## src/verilog/pix_pkg.sv

```systemverilog
// Constants shared by the interrupt expander and its vector memory.
// Assumes word (16-bit) register addressing on the register port.
package pix_pkg;
    localparam int            NUM_GROUPS    = 12;
    localparam int            GROUP_SIZE    = 8;
    localparam int            NUM_SLOTS     = 96;
    localparam int            VEC_DEPTH     = 96;
    localparam int            VEC_IDX_W     = 7;
    localparam logic [15:0]   CTRL_ADDR     = 16'h0ce0;
    localparam logic [15:0]   ACK_ADDR      = 16'h0ce1;
    localparam logic [15:0]   GRP_BASE      = 16'h0ce2;
    localparam logic [15:0]   GRP_SPAN      = 16'h0018;
    localparam logic [15:0]   VEC_BASE      = 16'h0d40;
    localparam logic [15:0]   VEC_LAST      = 16'h0dff;
    localparam logic [11:0]   VEC_FIRST     = 12'hd40;
    localparam logic [11:0]   TRAP_BASE     = 12'hd30;
    localparam int            CTRL_EN_BIT   = 0;
    localparam logic          CTRL_EN_RST   = 1'b0;
    localparam logic [11:0]   ACK_RST       = 12'h000;
    localparam logic [95:0]   MASK_RST      = 96'h0;
    localparam logic [4:0]    TRAP_MIN      = 5'h01;
    localparam logic [4:0]    TRAP_MAX      = 5'h0c;
    localparam logic [3:0]    GRP_MIN       = 4'h1;
    localparam logic [3:0]    GRP_MAX       = 4'hc;
    // Slots wired to a peripheral; group 12 in the top byte, group 1 in the bottom
    localparam logic [95:0]   SLOT_MAP      = 96'h0100ff0f033f3f00010303fb;
endpackage

```

## src/verilog/pix_expander.sv

```systemverilog
// Peripheral interrupt expander: 96 slots in 12 groups onto 12 CPU lines.
// Assumes synchronous one-cycle or level requests and a single-cycle register port.
`timescale 1ns/1ps
module pix_expander
    import pix_pkg::*;
(
    input  wire logic        sys_clk_in,
    input  wire logic        rst_in,
    input  wire logic        ce_in,
    input  wire logic [95:0] peripheral_irq_in,
    input  wire logic        protected_write_unlock_in,
    input  wire logic        reg_wr_in,
    input  wire logic        reg_rd_in,
    input  wire logic [15:0] reg_addr_in,
    input  wire logic [15:0] reg_wdata_in,
    output logic      [15:0] reg_rdata_out,
    output logic             reg_rvalid_out,
    input  wire logic        vec_fetch_in,
    input  wire logic [3:0]  vec_group_in,
    input  wire logic        trap_in,
    input  wire logic [4:0]  trap_num_in,
    output logic      [11:0] cpu_irq_out,
    output logic             vec_valid_out,
    output logic      [11:0] vec_addr_out,
    output logic      [31:0] vec_data_out,
    output logic             expander_enabled_out
);
    typedef struct packed {
        logic        enabled;
        logic [11:0] ack;
        logic [95:0] ier;
        logic [95:0] ifr;
        logic        vec_valid;
        logic [11:0] vec_addr;
        logic [15:0] rdata;
        logic        rvalid;
    } pix_state_t;

    pix_state_t st;
    pix_state_t next_st;

    logic [95:0]          pend;
    logic [95:0]          src;
    logic [5:0]           wr_dec;
    logic [5:0]           rd_dec;
    logic                 wr_grp;
    logic                 wr_flag;
    logic [3:0]           wr_g;
    logic                 grp_ok;
    logic [3:0]           g0;
    logic [7:0]           pend_sel;
    logic [2:0]           entry;
    logic                 fetch_ok;
    logic                 trap_ok;
    logic [3:0]           trap_g0;
    logic [VEC_IDX_W-1:0] rd_idx;
    logic [15:0]          voff;
    logic                 vec_we;

    // Lowest set bit of a group's pending flags
    function automatic logic [2:0] pix_lowest(input logic [7:0] v);
        logic [2:0] r;
        r = 3'h0;
        for (int i = GROUP_SIZE - 1; i >= 0; i--)
        begin
            if (v[i])
                r = 3'(i);
        end
        return r;
    endfunction

    // Group register decode: hit, group index, flag select
    function automatic logic [5:0] pix_reg_decode(input logic [15:0] a);
        logic [15:0] off;
        off = a - GRP_BASE;
        return {off < GRP_SPAN, off[4:0]};
    endfunction

    // only requests of wired slots reach the flags
    assign src     = peripheral_irq_in & SLOT_MAP;
    assign pend    = st.ifr & st.ier;
    assign wr_dec  = pix_reg_decode(reg_addr_in);
    assign rd_dec  = wr_dec;
    assign wr_grp  = reg_wr_in && wr_dec[5];
    assign wr_flag = wr_dec[0];
    assign wr_g    = wr_dec[4:1];

    // lowest pending entry of the fetched group
    assign grp_ok   = (vec_group_in >= GRP_MIN) && (vec_group_in <= GRP_MAX);
    assign g0       = vec_group_in - GRP_MIN;
    assign pend_sel = grp_ok ? pend[8 * g0 +: 8] : 8'h00;
    assign entry    = pix_lowest(pend_sel);
    assign fetch_ok = vec_fetch_in && st.enabled && (pend_sel != 8'h00);

    // call N reads entry one of group N
    assign trap_ok  = trap_in && !fetch_ok && st.enabled
                      && (trap_num_in >= TRAP_MIN) && (trap_num_in <= TRAP_MAX);
    assign trap_g0  = 4'(trap_num_in - TRAP_MIN);
    assign rd_idx   = fetch_ok ? {g0, entry} : {trap_g0, 3'h0};

    // vector table writes only while unlocked
    assign voff   = reg_addr_in - VEC_BASE;
    assign vec_we = reg_wr_in && protected_write_unlock_in
                    && (reg_addr_in >= VEC_BASE) && (reg_addr_in <= VEC_LAST);

    always_comb
    begin
        logic [7:0]  flags;
        logic [11:0] ack_clr;
        logic [11:0] ack_set;
        flags   = 8'h00;
        ack_clr = 12'h000;
        ack_set = 12'h000;
        next_st = st;
        next_st.vec_valid = fetch_ok || trap_ok;
        next_st.rvalid    = reg_rd_in;
        if (reg_wr_in && reg_addr_in == CTRL_ADDR)
            next_st.enabled = reg_wdata_in[CTRL_EN_BIT];
        // Acknowledge: fetch blocks the group, software write of one reopens it
        if (reg_wr_in && reg_addr_in == ACK_ADDR)
            ack_clr = reg_wdata_in[11:0];
        if (fetch_ok)
            ack_set = 12'h001 << g0;
        next_st.ack = (st.ack & ~ack_clr) | ack_set;
        for (int g = 0; g < NUM_GROUPS; g++)
        begin
            if (wr_grp && !wr_flag && wr_g == 4'(g))
                next_st.ier[8 * g +: 8] = reg_wdata_in[7:0];
            flags = (wr_grp && wr_flag && wr_g == 4'(g)) ? reg_wdata_in[7:0]
                                                          : st.ifr[8 * g +: 8];
            if (fetch_ok && g0 == 4'(g))
                flags = flags & ~(8'h01 << entry);
            // a new request wins over a clear
            next_st.ifr[8 * g +: 8] = flags | src[8 * g +: 8];
        end
        // vector address of the read slot
        if (fetch_ok || trap_ok)
            next_st.vec_addr = VEC_FIRST + {4'h0, rd_idx, 1'b0};
        if (reg_rd_in)
        begin
            if (reg_addr_in == CTRL_ADDR)
                next_st.rdata = {15'h0000, st.enabled};
            else if (reg_addr_in == ACK_ADDR)
                next_st.rdata = {4'h0, st.ack};
            else if (rd_dec[5] && rd_dec[0])
                next_st.rdata = {8'h00, st.ifr[8 * rd_dec[4:1] +: 8]};
            else if (rd_dec[5])
                next_st.rdata = {8'h00, st.ier[8 * rd_dec[4:1] +: 8]};
            else
                next_st.rdata = 16'h0000;
        end
    end

    always_ff @(posedge sys_clk_in)
    begin
        if (rst_in)
            st <= '{CTRL_EN_RST, ACK_RST, MASK_RST, MASK_RST, 1'b0, 12'h000, 16'h0000, 1'b0};
        else if (ce_in)
            st <= next_st;
    end

    pix_vec_mem u_vec_mem (
        .sys_clk_in  (sys_clk_in),
        .rst_in      (rst_in),
        .ce_in       (ce_in),
        .wr_en_in    (vec_we),
        .wr_idx_in   (voff[7:1]),
        .wr_high_in  (voff[0]),
        .wr_data_in  (reg_wdata_in),
        .rd_en_in    (fetch_ok || trap_ok),
        .rd_idx_in   (rd_idx),
        .rd_data_out (vec_data_out)
    );

    for (genvar g = 0; g < NUM_GROUPS; g++)
    begin : g_line
        assign cpu_irq_out[g] = st.enabled && (pend[8 * g +: 8] != 8'h00) && !st.ack[g];
    end

    assign vec_valid_out        = st.vec_valid;
    assign vec_addr_out         = st.vec_addr;
    assign reg_rdata_out        = st.rdata;
    assign reg_rvalid_out       = st.rvalid;
    assign expander_enabled_out = st.enabled;
endmodule

```

## src/verilog/pix_vec_mem.sv

```systemverilog
// Vector table storage: one 32-bit vector per slot, written a half at a time.
// Assumes the caller gates writes; read data come from a register.
`timescale 1ns/1ps
module pix_vec_mem
    import pix_pkg::*;
#(
    parameter int DEPTH = VEC_DEPTH,
    parameter int AW    = VEC_IDX_W
)
(
    input  wire logic          sys_clk_in,
    input  wire logic          rst_in,
    input  wire logic          ce_in,
    input  wire logic          wr_en_in,
    input  wire logic [AW-1:0] wr_idx_in,
    input  wire logic          wr_high_in,
    input  wire logic [15:0]   wr_data_in,
    input  wire logic          rd_en_in,
    input  wire logic [AW-1:0] rd_idx_in,
    output logic      [31:0]   rd_data_out
);
    logic [31:0] mem [DEPTH];

    // Storage array
    always_ff @(posedge sys_clk_in)
    begin
        if (ce_in && wr_en_in && wr_high_in)
            mem[wr_idx_in][31:16] <= wr_data_in;
        if (ce_in && wr_en_in && !wr_high_in)
            mem[wr_idx_in][15:0] <= wr_data_in;
    end

    // Registered read port
    always_ff @(posedge sys_clk_in)
    begin
        if (rst_in)
            rd_data_out <= 32'h0000_0000;
        else if (ce_in && rd_en_in)
            rd_data_out <= mem[rd_idx_in];
    end
endmodule

```

## config.mk

```make
export PLATFORM = sky130hd
export DESIGN_NAME = pix_expander
export DESIGN_NICKNAME = d
export VERILOG_FILES = /design/src/verilog/pix_pkg.sv /design/src/verilog/pix_expander.sv /design/src/verilog/pix_vec_mem.sv
export SDC_FILE = /design/constraint.sdc
export NUM_CORES = 2
export LEC_CHECK = 0
export BUFFER_PORTS_ARGS = -buffer_cell sky130_fd_sc_hd__buf_2
export CAP_MARGIN = 25
export CELL_PAD_IN_SITES_DETAIL_PLACEMENT = 2
export CELL_PAD_IN_SITES_GLOBAL_PLACEMENT = 2
export CORE_UTILIZATION = 35
export CTS_CLUSTER_DIAMETER = 120
export DETAILED_ROUTE_END_ITERATION = 16
export PLACE_DENSITY = 0.64
export SETUP_SLACK_MARGIN = 0.05
export SYNTH_ARGS = -nofsm -noshare
export SYNTH_HDL_FRONTEND = slang
export SYNTH_SLANG_ARGS = --single-unit
```

## constraint.sdc

```tcl
create_clock -name sys_clk_in -period 9.2 [get_ports sys_clk_in]
set_clock_uncertainty 0.1 [all_clocks]
set_input_delay 1.84 -clock sys_clk_in [delete_from_list [all_inputs] [get_ports sys_clk_in]]
set_output_delay 1.84 -clock sys_clk_in [all_outputs]
set_load 0.02 [all_outputs]
```

==> results.py <==
metrics = {
    "clock_tree": {
        "cts_setup_buffers": 0,
        "cts_tree": "yes",
        "clkSinkCount": 3333,
        "clockBufferDepth": 4,
        "ctsHoldBuffers": 0,
        "root_buffer": "clkbuf_16",
        "htreeDepth": 5,
        "clkTransAtPathRegs_ps": 60,
        "cts_inserted_buffers": 369,
        "postCtsResizedCells": 0,
        "clock_latency_ps": 990,
    },
    "setup_path": {
        "critPathBufInv": 8,
        "cpPeakStageDelay_ps": 880,
        "critPathMaxFanout": 34,
        "arrival_ps": 8870,
        "cp.required_ps": 9940,
        "crit_path_start_kind": "input port",
        "crit_path_frequent_cell": "buf_4",
        "crit_type": "input port to flop",
        "cp-end-kind": "flop",
        "cp_top_family": "compound AO/OA/AOI/OAI gates",
        "slowest_stage": "a21oi_4",
        "crit_chain": "buf_2 > inv_1 > ha_1 > nand2b_1 > o22ai_1 > a2bb2oi_1 > a211oi_2 > nand2_2 > a21oi_4 > buf_4 > buf_12 > buf_12 > buf_4 > a311oi_1 > a311oi_1 > a2111oi_0 > buf_4 > a221oi_1 > buf_4 > o21ai_1",
    },
    "sta": {
        "slew_headroom_pct": 18.8,
        "hold_viol": 0,
        "finalCritPeriodShare_pct": 88.4,
        "worstMarginPinSlew_ps": 1210,
        "setup_ws_ps": 1070,
        "fmax_mhz": 123,
        "tns_ps": 0,
        "timing.final.max_slew_violations": 0,
        "setup_violations": 0,
        "min_period_ps": 8130,
        "timing.hold.ws_ps": 349,
        "grt_setup_unrepaired": "no",
    },
    "place": {
        "place_ws_ps": 166,
        "place_congestion": 0.908,
        "dp_hpwl_um": 375000,
        "placed_cell_area_mm2": 0.145,
        "io_buffers": 157,
    },
    "yosys": {
        "synth-seq-cells": 3333,
        "syn-instance-count": 9862,
        "yosysWarnings": 0,
        "synth.distinct_cells": 100,
        "ys_dominant_reg_cell": "edfxtp_1",
        "netlist_area_mm2": 0.135,
        "synth_edf_count": 3072,
        "avgSynthCellArea_um2": 13.7,
        "postSynth.asyncResetShare_pct": 0,
        "seq_area_frac_synth_pct": 72.3,
    },
    "pwr": {
        "power.share.clock_pct": 44.9,
        "sw_frac_of_total_pct": 23.1,
        "peakVddDrop_mv": 0.135,
        "p_leak_nw": 50.7,
        "seqPwrFrac_pct": 50.9,
        "power_density_mw_per_mm2": 208,
        "p_switching_w": 0.00753,
        "p_comb_share_pct": 4.2,
        "p_int_w": 0.0251,
        "power_w": 0.0326,
    },
    "global_routing": {
        "grt_max_degree": 150,
        "antenna_found_initial": 48,
        "grt_overflow_total": 0,
        "grt_pass1_wl_um": 820000,
        "grt_pass1_vias": 101000,
        "grt_usage_pct": 29.9,
    },
    "floorplan": {
        "die-height_um": 623,
        "coreArea_mm2": 0.383,
        "dieArea_mm2": 0.388,
        "io_pins": 220,
        "rows": 227,
        "initial_core_util_pct": 35.2,
        "die_x_um": 623,
    },
    "drt": {
        "drt_iter0_markers": 11900,
        "via_count": 97900,
        "drc": 0,
        "vias_per_cell": 6.29,
        "routed_wl_um": 598000,
        "firstDrtPassIters": 6,
        "drtAntennaViolNets": 0,
        "post_drt_wl_per_cell_um": 38.4,
    },
    "layout": {
        "fin_area_mm2": 0.156,
        "final_cell_mix": "3072 x edfxtp_1, 1443 x nand2_1, 490 x nand3_1, 463 x buf_4, 444 x nor2_1",
        "area_delta_synth_final_pct": 16.0,
        "num-nets-final": 10300,
        "drive_gt1_share_pct": 15.4,
        "final_common_cell": "edfxtp_1",
    },
    "flow_run": {
        "cap_violations": 0,
    },
    "outcome": {
        "status": "completed",
    },
    "worst_hold_path": {
        "hold_class": "flop to flop",
    },
}
[worst min-delay path: stages (launching register included)]
cell and delay, ps:
dfxtp_1 300, nand2_1 50, a21oi_1 50
[logic make-up (layout without fill, tap and decap cells)]
kind of cell / after synthesis / count (layout) / synth area share [%]
XOR/XNOR: 11 / 11 / 0.0714
other: 1 / 26 / 0.00278
AO/OA/AOI/OAI: 2301 / 2301 / 11.8
AND/OR/NAND/NOR: 3071 / 3071 / 9.96
adder cells (fa/ha/maj): 12 / 12 / 0.111
multiplexers: 322 / 322 / 2.94
flip-flops: 3333 / 3333 / 72.3
buffers and inverters: 811 / 1441 / 2.86
[final timing paths]
kind,from,end,slack (ps),cells past startpoint
max reg2reg,st[102],u_vec_mem.rd_data_out[9],2940,17
min,reg_rdata_out[11],reg_rdata_out[11],350,2
min reg2reg,reg_rdata_out[11],reg_rdata_out[11],350,2
max,vec_group_in[1],u_vec_mem.rd_data_out[9],1070,20
[routing by layer]
metal	vias to the layer above	wire (um)	GRT usage (%)
li1	39100	-	-
met1	52700	241000	39.8
met2	4968	278000	48.0
met3	1058	48300	4.69
met4	26	30500	13.6
met5	-	162	0
[flip-flops by register name, summed over array words and instances (netlist names)]
| register | cells |
|---|---|
| u_vec_mem.mem | 3072 |
| st | 204 |
| u_vec_mem.rd_data_out | 32 |
| reg_rdata_out | 12 |
| vec_addr_out | 10 |
| expander_enabled_out | 1 |
| reg_rvalid_out | 1 |
| vec_valid_out | 1 |
[power groups by stage]
| stage | clock, W | combinational, W | sequential [W] |
|---|---|---|---|
| finish | 0.0146 | 0.00138 | 0.0166 |
| global route | 0.0153 | 0.00140 | 0.0166 |
| CTS | 0.0148 | 0.00135 | 0.0166 |
| detailed placement | 0 | 0.00135 | 0.0169 |
| global placement | 0 | 0.00129 | 0.0169 |
| floorplan | 0 | 0.000486 | 0.0169 |
[synthesized netlist by cell type (all sizes together), types with 46 or more instances]
| master | n | area, um2 |
|---|---|---|
| edfxtp | 3072 | 92200 |
| nand2 | 1454 | 5460 |
| nor2 | 578 | 2170 |
| nand3 | 495 | 2480 |
| buf | 423 | 2390 |
| o22ai | 417 | 2610 |
| clkbuf | 371 | 1390 |
| a21oi | 346 | 1740 |
| o21ai | 343 | 1740 |
| o221ai | 285 | 2500 |
| dfxtp | 261 | 5230 |
| mux2i | 224 | 2270 |
| a211oi | 203 | 1530 |
| nor3 | 165 | 842 |
| and3 | 143 | 895 |
| a31oi | 140 | 891 |
| a311oi | 77 | 681 |
| o211ai | 77 | 578 |
| mux4 | 53 | 1190 |
| and2 | 52 | 325 |
| a22oi | 50 | 375 |
| a31o | 46 | 403 |
[metrics by stage]
| stage | util [%] | instances |
|---|---|---|
| finish | 40.9 | 15600 |
| CTS | 40.8 | 15500 |
| global placement | 37.5 | 14800 |
| floorplan | - | 9866 |
| global route | 40.8 | 15500 |
| detailed placement | 37.8 | 14800 |
[area by class of cell]
type / count / area, um2
fill: 37700 / 226000
inverter: 17 / 63.8
multi-input combinational: 5722 / 34200
clock buffer: 481 / 10000
clock inverter: 194 / 1540
antenna: 21 / 52.6
sequential: 3333 / 97500
timing repair buffer: 749 / 6800
tap: 5038 / 6300
(Power assumes the default switching activity.)
